File: config.mk
export PLATFORM = sky130hd
export DESIGN_NAME = micro_dma
export DESIGN_NICKNAME = d
export VERILOG_FILES = /design/src/micro_dma_pkg.sv /design/src/dma_addr_step.sv /design/src/dma_chan_arbiter.sv /design/src/micro_dma.sv
export SDC_FILE = /design/constraint.sdc
export NUM_CORES = 2
export LEC_CHECK = 0
export ABC_AREA = 1
export ABC_CLOCK_PERIOD_IN_PS = 40400
export BUFFER_PORTS_ARGS = -buffer_cell sky130_fd_sc_hd__buf_2
export CAP_MARGIN = 10
export CORE_MARGIN = 4
export CORE_UTILIZATION = 55
export CTS_CLUSTER_DIAMETER = 40
export DETAILED_ROUTE_END_ITERATION = 7
export PLACE_DENSITY = 0.79
export REMOVE_ABC_BUFFERS = 1
export SYNTH_ARGS = -nofsm -noshare
export SYNTH_HDL_FRONTEND = slang
export SYNTH_HIERARCHICAL = 1
export SYNTH_SLANG_ARGS = --single-unit
File: constraint.sdc
create_clock -name clock_in -period 40.4 [get_ports clock_in]
set_clock_uncertainty 0.1 [all_clocks]
set_input_delay 2.02 -clock clock_in [delete_from_list [all_inputs] [get_ports clock_in]]
set_output_delay 2.02 -clock clock_in [all_outputs]
set_load 0.01 [all_outputs]
File: src/micro_dma_pkg.sv
// Package for the interrupt-triggered micro DMA engine.
// Assumes one 200 MHz clock; all engine states take one clock each.
package micro_dma_pkg;

   localparam int CHANNELS = 4;
   localparam int SOURCES = 30;
   localparam int VEC_W = 5;
   localparam logic [2:0] DMA_LEVEL = 3'h6;
   localparam logic [2:0] MASK_BLOCK = 3'h7;

   // Register byte offsets; per-channel block at CH_STRIDE.
   localparam logic [7:0] CH_STRIDE = 8'h20;
   localparam logic [7:0] OFF_SRC = 8'h00;
   localparam logic [7:0] OFF_DST = 8'h04;
   localparam logic [7:0] OFF_CNT = 8'h08;
   localparam logic [7:0] OFF_MODE = 8'h0C;
   localparam logic [7:0] OFF_VEC = 8'h10;
   localparam logic [7:0] OFF_SOFT = 8'h80;
   localparam logic [7:0] OFF_BURST = 8'h84;
   localparam logic [7:0] OFF_STATUS = 8'h88;

   // Mode byte fields.
   localparam int MODE_LSB = 2;
   localparam int SIZE_LSB = 0;
   localparam logic [2:0] M_DST_INC = 3'h0;
   localparam logic [2:0] M_DST_DEC = 3'h1;
   localparam logic [2:0] M_SRC_INC = 3'h2;
   localparam logic [2:0] M_SRC_DEC = 3'h3;
   localparam logic [2:0] M_FIXED = 3'h4;
   localparam logic [2:0] M_COUNTER = 3'h5;
   localparam logic [1:0] SZ_BYTE = 2'h0;

   // Reset values.
   localparam logic [31:0] RST_ADDR = 32'h0000_0000;
   localparam logic [15:0] RST_CNT = 16'h0000;
   localparam logic [7:0] RST_BYTE = 8'h00;

   // Sequencer state counts.
   localparam logic [2:0] ST_FETCH = 3'h3;
   localparam logic [2:0] ST_BUS = 3'h2;
   localparam logic [2:0] ST_STRETCH = 3'h2;
   localparam logic [2:0] ST_GAP = 3'h1;
   localparam logic [2:0] ST_COUNTER = 3'h2;

   typedef struct packed {
      logic [31:0] src;
      logic [31:0] dst;
      logic [15:0] cnt;
      logic [7:0] mode;
      logic [7:0] vec;
   } chan_regs_t;

   typedef struct packed {
      logic [23:0] addr;
      logic rd;
      logic wr;
      logic [1:0] size;
      logic [31:0] wdata;
   } mem_req_t;

   typedef enum logic [2:0] {
      S_IDLE = 3'b000,
      S_FETCH = 3'b001,
      S_READ = 3'b010,
      S_GAP = 3'b011,
      S_WRITE = 3'b100,
      S_COUNT = 3'b101,
      S_DONE = 3'b110
   } seq_state_t;

endpackage

File: src/dma_addr_step.sv
// Post-transfer address update for one channel.
// Only the low 24 bits count; the upper byte is carried through untouched.
`timescale 1ns/100ps
`default_nettype none
module dma_addr_step
   import micro_dma_pkg::*;
(
   // Current channel state
   input wire logic [7:0] mode_in,
   input wire logic [31:0] src_in,
   input wire logic [31:0] dst_in,
   // Updated addresses
   output logic [31:0] src_out,
   output logic [31:0] dst_out
);
   logic [2:0] mode;
   logic [23:0] step;

   assign mode = mode_in[MODE_LSB +: 3];
   assign step = 24'h00_0001 << mode_in[SIZE_LSB +: 2];

   always_comb
   begin
      src_out = src_in;
      dst_out = dst_in;
      case (mode)
         M_DST_INC: dst_out[23:0] = dst_in[23:0] + step;
         M_DST_DEC: dst_out[23:0] = dst_in[23:0] - step;
         M_SRC_INC: src_out[23:0] = src_in[23:0] + step;
         M_SRC_DEC: src_out[23:0] = src_in[23:0] - step;
         M_COUNTER: src_out[23:0] = src_in[23:0] + 24'h00_0001;
         default: ;
      endcase
   end
endmodule
`default_nettype wire

File: src/dma_chan_arbiter.sv
// Fixed-priority pick among pending channels.
// Pending bits arrive ungated; the caller applies the mask and halt conditions to the request.
`timescale 1ns/100ps
`default_nettype none
module dma_chan_arbiter
   import micro_dma_pkg::*;
#(
   parameter int N = CHANNELS
)
(
   // Requests
   input wire logic [N-1:0] pend_in,
   // Choice
   output logic any_out,
   output logic [1:0] idx_out
);
   initial
   begin
      if (N < 1 || N > 4)
         $error("dma_chan_arbiter: N must be 1 to 4");
   end

   // Scan from the top so the lowest channel wins.
   always_comb
   begin
      any_out = |pend_in;
      idx_out = 2'h0;
      for (int i = N - 1; i >= 0; i--)
      begin
         if (pend_in[i])
            idx_out = 2'(i);
      end
   end
endmodule
`default_nettype wire

File: src/micro_dma.sv
// Four-channel interrupt-triggered micro DMA engine with AXI4-Lite registers.
// Assumes the interrupt controller supplies request flags and takes clears.
// Contract
// - DMA service runs at maskable level six
// - No service while CPU mask level is seven
// - Requests stay pending while CPU halted
// - Four channels; accepting clears source request flag
// - Move one item, then decrement count
// - Count zero: end interrupt, clear start vector
// - Nonzero count without burst: finish quietly
// - Cleared vector leaves source to ordinary interrupts
// - Simultaneous requests: lowest channel number wins
// - Addresses use low 24 bits only
// - Addresses step up, down or stay
// - Sixteen-bit count; zero means 65536 services
// - Thirty interrupt sources plus software start
// - Word transfer: fetch, read, gap, write states
// - Narrow or odd area adds two states
// - Writing one starts service; zero does nothing
// - Software request bit clears at transfer end
// - Burst repeats transfers until count reaches zero
// - Software start during service leaves count alone
// - End interrupts prioritised by interrupt controller
// - Mode byte: mode field and size field
//
// The AXI4-Lite interface to the registers and the placing of the registers were decided locally.
`timescale 1ns/100ps
`default_nettype none
module micro_dma
   import micro_dma_pkg::*;
(
   // Clock and reset
   input wire logic clock_in,
   input wire logic rst_in,
   // AXI4-Lite slave
   input wire logic [7:0] s_axi_awaddr,
   input wire logic s_axi_awvalid,
   output logic s_axi_awready,
   input wire logic [31:0] s_axi_wdata,
   input wire logic [3:0] s_axi_wstrb,
   input wire logic s_axi_wvalid,
   output logic s_axi_wready,
   output logic [1:0] s_axi_bresp,
   output logic s_axi_bvalid,
   input wire logic s_axi_bready,
   input wire logic [7:0] s_axi_araddr,
   input wire logic s_axi_arvalid,
   output logic s_axi_arready,
   output logic [31:0] s_axi_rdata,
   output logic [1:0] s_axi_rresp,
   output logic s_axi_rvalid,
   input wire logic s_axi_rready,
   // Interrupt controller and CPU
   input wire logic [SOURCES-1:0] irq_flag_in,
   input wire logic [2:0] cpu_interrupt_mask_level_in,
   input wire logic cpu_halted_in,
   input wire logic queue_full_in,
   output logic [SOURCES-1:0] irq_clear_out,
   output logic [CHANNELS-1:0] transfer_end_interrupt_out,
   output logic dma_request_out,
   output logic [2:0] dma_level_out,
   // Memory bus
   input wire logic [31:0] mem_rdata_in,
   input wire logic mem_area8_in,
   output mem_req_t mem_req_out,
   output logic fetch_out
);
   ////////////////////////////////////////////////////////////////////////
   chan_regs_t ch_reg [CHANNELS];
   logic [CHANNELS-1:0] software_start_register_reg;
   logic [CHANNELS-1:0] burst_select_register_reg;
   seq_state_t state_reg;
   logic [2:0] cyc_reg;
   logic [1:0] act_reg;
   logic [31:0] data_reg;
   logic [CHANNELS-1:0] pend;
   logic allowed, any_pend, stretch, phase_last;
   logic [1:0] pick;
   logic [31:0] src_next, dst_next;
   logic [15:0] cnt_next;
   logic continue_burst;
   chan_regs_t act;
   logic wr_go, bus_ok;
   logic [31:0] wmask;

   assign act = ch_reg[act_reg];

   // A low five-bit vector code of 0 or above the source count means no start source.
   generate
      for (genvar c = 0; c < CHANNELS; c++)
      begin : g_pend
         logic [VEC_W-1:0] v;
         logic hit;
         assign v = ch_reg[c].vec[VEC_W-1:0];
         assign hit = (v != '0) && (32'(v) <= SOURCES)
                      && irq_flag_in[VEC_W'(v - VEC_W'(1))];
         assign pend[c] = hit || software_start_register_reg[c];
      end
   endgenerate

   assign allowed = (cpu_interrupt_mask_level_in != MASK_BLOCK)
                    && !cpu_halted_in;
   assign dma_request_out = allowed && any_pend && state_reg == S_IDLE;
   assign dma_level_out = DMA_LEVEL;

   dma_chan_arbiter #(.N(CHANNELS)) u_arb (
      .pend_in(pend),
      .any_out(any_pend),
      .idx_out(pick)
   );

   dma_addr_step u_step (
      .mode_in(act.mode),
      .src_in(act.src),
      .dst_in(act.dst),
      .src_out(src_next),
      .dst_out(dst_next)
   );

   // Zero wraps to all ones, so a zero start gives 65536 services.
   assign cnt_next = act.cnt - 16'h0001;
   assign continue_burst = burst_select_register_reg[act_reg]
                           && cnt_next != RST_CNT;

   ////////////////////////////////////////////////////////////////////////
   // Transfer sequencer.
   assign stretch = mem_area8_in || (mem_req_out.addr[0]
                    && mem_req_out.size != SZ_BYTE);
   assign phase_last = cyc_reg == (stretch ? ST_BUS + ST_STRETCH - 3'h1
                                           : ST_BUS - 3'h1);

   always_ff @(posedge clock_in or posedge rst_in)
   begin
      if (rst_in)
      begin
         state_reg <= S_IDLE;
         cyc_reg <= 3'h0;
         act_reg <= 2'h0;
      end
      else
      begin
         cyc_reg <= cyc_reg + 3'h1;
         case (state_reg)
            S_IDLE:
            begin
               cyc_reg <= 3'h0;
               if (dma_request_out)
               begin
                  act_reg <= pick;
                  state_reg <= S_FETCH;
               end
            end
            S_FETCH:
               if (cyc_reg == ST_FETCH - 3'h1)
               begin
                  cyc_reg <= 3'h0;
                  state_reg <= (act.mode[MODE_LSB +: 3] == M_COUNTER)
                               ? S_COUNT : S_READ;
               end
            S_READ:
               if (phase_last)
               begin
                  cyc_reg <= 3'h0;
                  state_reg <= S_GAP;
               end
            S_GAP:
            begin
               cyc_reg <= 3'h0;
               state_reg <= S_WRITE;
            end
            S_WRITE:
               if (phase_last)
                  state_reg <= S_DONE;
            S_COUNT:
               if (cyc_reg == ST_COUNTER - 3'h1)
                  state_reg <= S_DONE;
            S_DONE:
            begin
               cyc_reg <= 3'h0;
               state_reg <= continue_burst ? S_FETCH : S_IDLE;
            end
            default:
               state_reg <= S_IDLE;
         endcase
      end
   end

   // Read data is captured on the last read state.
   always_ff @(posedge clock_in or posedge rst_in)
   begin
      if (rst_in)
         data_reg <= 32'h0000_0000;
      else if (state_reg == S_READ && phase_last)
         data_reg <= mem_rdata_in;
   end

   always_comb
   begin
      mem_req_out = '0;
      mem_req_out.size = act.mode[SIZE_LSB +: 2];
      mem_req_out.wdata = data_reg;
      case (state_reg)
         S_READ, S_GAP: mem_req_out.addr = act.src[23:0];
         S_WRITE: mem_req_out.addr = act.dst[23:0];
         default: mem_req_out.addr = 24'h00_0000;
      endcase
      mem_req_out.rd = state_reg == S_READ;
      mem_req_out.wr = state_reg == S_WRITE;
   end

   // The fetch slot is a dummy when the queue already holds enough.
   assign fetch_out = state_reg == S_FETCH && !queue_full_in;

   // Accepting an interrupt-triggered start clears that source's flag.
   always_ff @(posedge clock_in or posedge rst_in)
   begin
      if (rst_in)
         irq_clear_out <= '0;
      else
      begin
         irq_clear_out <= '0;
         if (dma_request_out && ch_reg[pick].vec[VEC_W-1:0] != '0
             && 32'(ch_reg[pick].vec[VEC_W-1:0]) <= SOURCES)
            irq_clear_out[VEC_W'(ch_reg[pick].vec[VEC_W-1:0]
                          - VEC_W'(1))] <= 1'b1;
      end
   end

   // End interrupt is a pulse; the controller ranks it by its own level.
   always_ff @(posedge clock_in or posedge rst_in)
   begin
      if (rst_in)
         transfer_end_interrupt_out <= '0;
      else
      begin
         transfer_end_interrupt_out <= '0;
         if (state_reg == S_DONE && cnt_next == RST_CNT)
            transfer_end_interrupt_out[act_reg] <= 1'b1;
      end
   end

   ////////////////////////////////////////////////////////////////////////
   // AXI4-Lite slave: one write and one read outstanding.
   assign s_axi_awready = s_axi_awvalid && s_axi_wvalid && !s_axi_bvalid;
   assign s_axi_wready = s_axi_awready;
   assign s_axi_arready = !s_axi_rvalid;
   assign wr_go = s_axi_awready;

   always_comb
   begin
      for (int b = 0; b < 4; b++)
         wmask[b*8 +: 8] = {8{s_axi_wstrb[b]}};
   end

   function automatic logic mapped(input logic [7:0] a);
      mapped = (a < 8'(CHANNELS) * CH_STRIDE && a[4:0] <= OFF_VEC[4:0])
               || a == OFF_SOFT || a == OFF_BURST || a == OFF_STATUS;
   endfunction

   always_ff @(posedge clock_in or posedge rst_in)
   begin
      if (rst_in)
      begin
         s_axi_bvalid <= 1'b0;
         s_axi_bresp <= 2'h0;
      end
      else if (wr_go)
      begin
         s_axi_bvalid <= 1'b1;
         s_axi_bresp <= mapped(s_axi_awaddr) ? 2'h0 : 2'h2;
      end
      else if (s_axi_bready)
         s_axi_bvalid <= 1'b0;
   end

   // Channel registers: engine updates at done, then software writes win.
   generate
      for (genvar c = 0; c < CHANNELS; c++)
      begin : g_regs
         logic sel, done_here;
         assign sel = wr_go && s_axi_awaddr[7:5] == 3'(c)
                      && s_axi_awaddr < 8'(CHANNELS) * CH_STRIDE;
         assign done_here = state_reg == S_DONE && act_reg == 2'(c);
         always_ff @(posedge clock_in or posedge rst_in)
         begin
            if (rst_in)
               ch_reg[c] <= '{RST_ADDR, RST_ADDR, RST_CNT, RST_BYTE, RST_BYTE};
            else
            begin
               if (done_here)
               begin
                  ch_reg[c].src <= src_next;
                  ch_reg[c].dst <= dst_next;
                  ch_reg[c].cnt <= cnt_next;
                  if (cnt_next == RST_CNT)
                     ch_reg[c].vec <= RST_BYTE;
               end
               if (sel)
                  case ({3'h0, s_axi_awaddr[4:0]})
                     OFF_SRC: ch_reg[c].src <= (ch_reg[c].src & ~wmask)
                                            | (s_axi_wdata & wmask);
                     OFF_DST: ch_reg[c].dst <= (ch_reg[c].dst & ~wmask)
                                            | (s_axi_wdata & wmask);
                     OFF_CNT: ch_reg[c].cnt <= (ch_reg[c].cnt & ~wmask[15:0])
                                            | (s_axi_wdata[15:0] & wmask[15:0]);
                     OFF_MODE:
                        if (s_axi_wstrb[0])
                           ch_reg[c].mode <= {3'h0, s_axi_wdata[4:0]};
                     OFF_VEC:
                        if (s_axi_wstrb[0])
                           ch_reg[c].vec <= s_axi_wdata[7:0];
                     default: ;
                  endcase
            end
         end
      end
   endgenerate

   // A software set in the clearing cycle wins over the clear.
   always_ff @(posedge clock_in or posedge rst_in)
   begin
      if (rst_in)
         software_start_register_reg <= '0;
      else
      begin
         if (state_reg == S_DONE && !continue_burst)
            software_start_register_reg[act_reg] <= 1'b0;
         if (wr_go && s_axi_awaddr == OFF_SOFT && s_axi_wstrb[0])
            for (int c = 0; c < CHANNELS; c++)
               if (s_axi_wdata[c])
                  software_start_register_reg[c] <= 1'b1;
      end
   end

   always_ff @(posedge clock_in or posedge rst_in)
   begin
      if (rst_in)
         burst_select_register_reg <= '0;
      else if (wr_go && s_axi_awaddr == OFF_BURST && s_axi_wstrb[0])
         burst_select_register_reg <= s_axi_wdata[CHANNELS-1:0];
   end

   always_ff @(posedge clock_in or posedge rst_in)
   begin
      if (rst_in)
      begin
         s_axi_rvalid <= 1'b0;
         s_axi_rdata <= 32'h0000_0000;
         s_axi_rresp <= 2'h0;
      end
      else if (s_axi_arvalid && s_axi_arready)
      begin
         s_axi_rvalid <= 1'b1;
         s_axi_rresp <= mapped(s_axi_araddr) ? 2'h0 : 2'h2;
         s_axi_rdata <= 32'h0000_0000;
         if (s_axi_araddr < 8'(CHANNELS) * CH_STRIDE)
            case ({3'h0, s_axi_araddr[4:0]})
               OFF_SRC: s_axi_rdata <= ch_reg[s_axi_araddr[6:5]].src;
               OFF_DST: s_axi_rdata <= ch_reg[s_axi_araddr[6:5]].dst;
               OFF_CNT: s_axi_rdata <= {16'h0000, ch_reg[s_axi_araddr[6:5]].cnt};
               OFF_MODE: s_axi_rdata <= {24'h00_0000,
                                         ch_reg[s_axi_araddr[6:5]].mode};
               OFF_VEC: s_axi_rdata <= {24'h00_0000,
                                        ch_reg[s_axi_araddr[6:5]].vec};
               default: ;
            endcase
         else if (s_axi_araddr == OFF_SOFT)
            s_axi_rdata <= {28'h000_0000, software_start_register_reg};
         else if (s_axi_araddr == OFF_BURST)
            s_axi_rdata <= {28'h000_0000, burst_select_register_reg};
         else if (s_axi_araddr == OFF_STATUS)
            s_axi_rdata <= {23'h00_0000, state_reg, act_reg, pend};
      end
      else if (s_axi_rready)
         s_axi_rvalid <= 1'b0;
   end
endmodule
`default_nettype wire

### Word level (Yosys, flattened, before mapping)

Cells that the tools add are included.

| cells by class | value |
|---|---|
| equal/unequal tests | 39 |
| add/subtract/negate cells | 12 |
| multiply operators | 0 |
| bitwise logic cells | 33 |
| magnitude comparators | 20 |
| mux-type cells | 105 |
| reduce and logical (&&, ||, !) cells | 83 |
| divide/modulo/power cells | 0 |
| shift-type cells | 1 |

Operators by type and width:

| kind | count |
|---|---|
| $mux W96 | 8 |
| $bmux W96 S2 | 3 |
| $mux W80 | 4 |
| $and A32 B32 Y32 | 9 |
| $mux W32 | 9 |
| $or A32 B32 Y32 | 8 |
| $mux W8 | 20 |
| $pmux W32 S5 | 1 |
| $pmux W24 S2 | 2 |
| $and A16 B16 Y16 | 5 |
| $pmux W24 S3 | 1 |
| $mux W16 | 4 |
| $or A16 B16 Y16 | 4 |
| $add A24 B24 Y24 | 2 |
| $eq A8 B8 Y1 const B | 6 |
| $sub A24 B24 Y24 | 2 |
| $logic_and A1 B1 Y1 | 42 |
| $le A5 B5 Y1 const B | 7 |
| $not A32 Y32 | 1 |
| $lt A5 B6 Y1 const B | 5 |
| $mux W30 | 1 |
| $mux W5 | 6 |
| $mux W9 | 3 |
| $reduce_bool A5 Y1 | 5 |
| 50 further kinds | 135 |

| word-level totals | value |
|---|---|
| latch bits | 0 |
| input port bits | 127 |
| RAM bits | 0 |
| word-level logic and storage cells | 326 |
| memories | 0 |
| ROM bits | 0 |
| output and inout port bits | 140 |
| register bits | 492 |

### Depth between registers and ports, before layout

| logic depth | value |
|---|---|
| word-level depth | 19 |
| depth in mapped cells | 31 |
| mapped depth without buffers | 28 |

### Hierarchy

The synthesis kept the hierarchy.

Modules (own cells, without submodules):

| module | cells each | sequential area each (um^2) | area an instance (um^2) | times used |
|---|---|---|---|---|
| micro_dma | 4323 | 12261.8 | 30641.9 | 1 |
| dma_addr_step | 742 | 0.0 | 3813.7 | 1 |
| dma_chan_arbiter | 9 | 0.0 | 46.3 | 1 |

### Least setup slack after synthesis

Ideal clock, no wire load.

| timing path | value |
|---|---|
| kind | input -> output |
| start point | in irq_flag_in[19] |
| end point | out dma_request_out |
| stages | 14 |
| buffers on the path | 0 |
| arrival | 3.633 ns |
| required time | 38.280 ns |
| path slack | 34.647 ns |
| path through | inv_1 o21ai_0 a21oi_1 a21oi_1 nand2_1 nand3_1 nand2_1 nand2_1 nand4_1 nand2_1 inv_1 nand4_1 nand3b_1 nor4_1 |

| between the ends | value |
|---|---|
| longest elaborated chain between the ends | 7 |
| elaborated cells on any way between the ends | 19 |
| classes of those cells | mux (8); reduce/logical (11) |

Ends and longest elaborated chain:

| element | RTL line | source |
|---|---|---|
| start: declaration | micro_dma.sv:54 | `input wire logic [SOURCES-1:0] irq_flag_in,` |
| $bmux W1 S5 | micro_dma.sv:96 | `&& irq_flag_in[VEC_W'(v - VEC_W'(1))];` |
| $mux W1 (implied by the code) | micro_dma.sv:96 |  |
| $logic_and A1 B1 Y1 | micro_dma.sv:96 |  |
| $logic_or A1 B1 Y1 | micro_dma.sv:97 | `assign pend[c] = hit \|\| software_start_register_reg[c];` |
| via pend[3] | micro_dma.sv:76 | `logic [CHANNELS-1:0] pend;` |
| $reduce_or A4 Y1 | dma_chan_arbiter.sv:26 | `any_out = \|pend_in;` |
| via any_pend | micro_dma.sv:77 | `logic allowed, any_pend, stretch, phase_last;` |
| $logic_and A1 B1 Y1 (2 in series) | micro_dma.sv:103 | `assign dma_request_out = allowed && any_pend && state_reg == S_IDLE;` |
| end: declaration | micro_dma.sv:60 | `output logic dma_request_out,` |

The timed path passes the listed nets, and every way through them passes these cells. The select of a mux whose other input is x is not followed.

### Worst setup path after layout

| timing path | value |
|---|---|
| start point | reg ch_reg[0] (netlist name) |
| end point | out dma_request_out |

| between the ends | value |
|---|---|
| longest elaborated chain between the ends | 8 |
| elaborated cells on any way between the ends | 11 |
| classes of those cells | add/sub (1); order compare (1); mux (2); reduce/logical (7) |

Ends and longest elaborated chain:

| element | RTL line | source |
|---|---|---|
| start: declaration | micro_dma.sv:69 | `chan_regs_t ch_reg [CHANNELS];` |
| start signal: indexed assignment | micro_dma.sv:287 | `ch_reg[c] <= '{RST_ADDR, RST_ADDR, RST_CNT, RST_BYTE, RST_BYTE};` |
| $sub A5 B1 Y5 | micro_dma.sv:96 |  |
| $bmux W1 S5 | micro_dma.sv:96 |  |
| $mux W1 (implied by the code) | micro_dma.sv:96 |  |
| $logic_and A1 B1 Y1 * | micro_dma.sv:96 |  |
| $logic_or A1 B1 Y1 * | micro_dma.sv:97 |  |
| via pend[3] | micro_dma.sv:76 |  |
| $reduce_or A4 Y1 * | dma_chan_arbiter.sv:26 |  |
| via any_pend | micro_dma.sv:77 |  |
| $logic_and A1 B1 Y1 * (2 in series) | micro_dma.sv:103 |  |

The timed path passes the listed nets; every way through them passes the cells marked *. The select of a mux whose other input is x is not followed.

==> impl_metrics.json <==
{
  "synth.avg_cell_area_um2": 6.80,
  "holdWs_ns": 0.368,
  "dieHeight_um": 258,
  "grt_max_degree": 97,
  "synth_ff_type": "dfrtp_1",
  "violations": "DRC",
  "cts.clk_slew.worst_paths_ns": 0.05,
  "crit_path_start_kind": "flip-flop",
  "grt_usage_pct": 40.3,
  "holdPathStages": 2,
  "cts_setup_buffers": 0,
  "postRouteAntennaNets": 0,
  "gp_congestion": 1.02,
  "grt-ovfl-total": 0,
  "rsz0062_at_grt": "false",
  "die_x_um": 258,
  "period_share_pct": 17.5,
  "power_density_mw_per_mm2": 69.7,
  "finalCriticalPeriod_ns": 7.05,
  "synth_area_leaders": "dfrtp_1, nand2_1, o21ai_0, a21oi_1, inv_1",
  "ctsResizeCount": 0,
  "drt_iter0_markers": 6180,
  "p_leak_nw": 18.7,
  "rows": 91,
  "finalSetupTns_ns": 0,
  "regToRegSetupSlack_ns": 33.43,
  "max-cap-violations": 0,
  "grt_pass1_wl_um": 213000,
  "stdcell_count": 6100,
  "cp_max_fo": 23,
  "slew_viol_final": 0,
  "portBuffers": 261,
  "wl_um": 141000,
  "dp_cells": 5935,
  "end_kind": "output pin",
  "hold_start": "s_axi_rdata[10]",
  "clk_path_buf_depth": 3,
  "synth_area_mm2": 0.0345,
  "clock_sinks": 490,
  "area_growth_pct": 14.0,
  "design.die.area_mm2": 0.0668,
  "hold_viol_final": 0,
  "synth_cell_types": 59,
  "yosys.area.top_type_share_pct": 35.5,
  "cts_tree": "yes",
  "cp.required_ns": 38.28,
  "start_util_pct": 55.7,
  "synthArstFlopShare_pct": 100,
  "relSlewSlack_pct": 12.8,
  "root_buffer": "clkbuf_16",
  "clk_latency_ns": 0.65,
  "r2r-start": "act_reg[0]",
  "max_freq_mhz": 142,
  "arrival_ns": 4.93,
  "ys_seq_area_share_pct": 35.5,
  "htree_levels": 3,
  "reg2reg_depth": 22,
  "dr.pass1.iters": 8,
  "synthCells": 5074,
  "ir_drop_uv": 48.9,
  "antenna_found_initial": 4,
  "coreArea_mm2": 0.0619,
  "drc": 1,
  "worstMarginPinSlew_ns": 1.31,
  "status": "finished with violations",
  "min_path_type": "flip-flop to flip-flop",
  "vias_per_cell": 6.50,
  "vias": 39700,
  "whs_endpoint": "s_axi_rdata[10]",
  "fin_nets": 5368,
  "final-setup-viol-count": 0,
  "dpl.hpwl_um": 91200,
  "ctsHoldBuffers": 0,
  "ys.warnings.count": 6,
  "grt_pass1_vias": 37200,
  "yosysTopAreaCell": "dfrtp_1",
  "criticalPathCategory": "flip-flop to output pin",
  "ys_ff_latch": 490,
  "numCtsBuffers": 89,
  "synth-edff-count": 0,
  "wl_per_cell_um": 23.0,
  "drive_gt1_share_pct": 11.8,
  "pin_count": 267
}
-- Yosys cell counts (17+ instances only) --
| cell type | n |
|---|---|
| dfrtp_1 | 490 |
| nand4_1 | 32 |
| nand3_1 | 241 |
| nor2_1 | 348 |
| buf_4 | 34 |
| buf_1 | 24 |
| a31oi_1 | 36 |
| a22o_1 | 50 |
| xor2_1 | 17 |
| a22oi_1 | 64 |
| inv_2 | 18 |
| nor3_1 | 26 |
| o21ai_0 | 702 |
| nand2_1 | 1309 |
| o21ai_1 | 23 |
| nor2_2 | 26 |
| a211oi_1 | 17 |
| buf_2 | 20 |
| ha_1 | 50 |
| a21oi_1 | 404 |
| o221ai_1 | 129 |
| inv_1 | 500 |
| clkbuf_1 | 216 |
| o211ai_1 | 29 |
| o22ai_1 | 85 |
-- through the flow --
stage | power, W | worst slack (ns) | utilization (%) | area (µm²)
after floorplan | 0.00149 | 24.60 | - | 33200
final | 0.00274 | 33.35 | 63.5 | 39300
after CTS | 0.00269 | 33.44 | 63.5 | 39300
after global placement | 0.00185 | 34.11 | 58.3 | 36100
after global routing | 0.00287 | 32.94 | 63.5 | 39300
after detailed placement | 0.00187 | 34.01 | 58.3 | 36100
-- cell type report --
| cell class | count | area, µm² |
|---|---|---|
| well taps | 837 | 1050 |
| flip-flops and latches | 490 | 12300 |
| fillers | 5679 | 22600 |
| clock buffers | 107 | 2450 |
| clock inverters | 57 | 792 |
| inverters | 528 | 2000 |
| multi-input cells | 3757 | 19000 |
| repair buffers | 323 | 1780 |
| diodes | 1 | 2.50 |
-- worst max path at each step --
stage,endpoint,startpoint,cells past startpoint,slack [ns]
after floorplan,asynchronous set/reset pin,rst_in,1,24.60
after global placement,dma_request_out,irq_flag_in[19],16,34.11
after detailed placement,dma_request_out,irq_flag_in[19],16,34.01
after CTS,dma_request_out,ch_reg[96],16,33.44
after global routing,dma_request_out,ch_reg[96],16,32.94
final,dma_request_out,ch_reg[0],14,33.35
-- cells by family (layout without fill, tap and decap cells) --
kind of cell               Yosys count  in the layout  share of synthesized area, %
AOI/OAI and AO/OA                 1609           1609                          27.2
xor gates and xnor gates            27             27                         0.685
adders and majority gates           52             52                          1.93
buffers and inverters              830           1015                          9.68
DFF                                490            490                          35.5
other                                2              6                        0.0218
and+or+nand+nor                   2064           2064                          24.9
-- power breakdown --
part	internal, W	total (W)	switching (W)
Sequential	0.000635	0.000737	0.000102
Clock	0.000526	0.000812	0.000286
Combinational	0.000347	0.00119	0.000845
Total	0.00151	0.00274	0.00123
-- metal layers --
| metal | global-route usage [%] | part of all wire (%) | vias up |
|---|---|---|---|
| met4 | 23.0 | 7.1 | 4 |
| met2 | 61.5 | 43 | 3175 |
| met5 | 0 | 0.019 | - |
| met3 | 11.0 | 14 | 764 |
| met1 | 51.9 | 36 | 18200 |
| li1 | - | - | 17500 |
-- layout by cell type, fill, tap and decap left out, drive strengths merged, types with 3 or more instances in the layout --
master	n
or2	15
nand3	256
a21boi	4
o21bai	12
inv	529
o32ai	3
a311oi	3
o22ai	85
xor2	17
a32o	12
nor4	13
nor2	386
clkinv	34
ha	50
clkinvlp	8
a21oi	407
o221ai	129
nand2	1331
a31oi	36
a22o	50
xnor2	10
a211oi	17
a22oi	64
buf	323
a221oi	9
o211ai	29
o31ai	7
clkbuf	107
a2bb2oi	3
o21ai	727
nor3	26
dfrtp	490
nand3b	3
nand4	32
bufinv	14
conb	5
a32oi	5
-- worst max-delay path, stage by stage, from the launching register on --
cell and delay, ns:
dfrtp_1 0.66, inv_1 0.49, ha_1 0.41, xnor2_1 0.74, o211ai_1 0.20, nand3_1 0.15, nand2_1 0.08, nand3_1 0.07
nand4_1 0.08, nand2_1 0.11, inv_1 0.07, nand4_1 0.12, nand3b_1 0.13, nor4_1 0.71, buf_2 0.28
No activity file was read; power rests on OpenSTA's default activity.
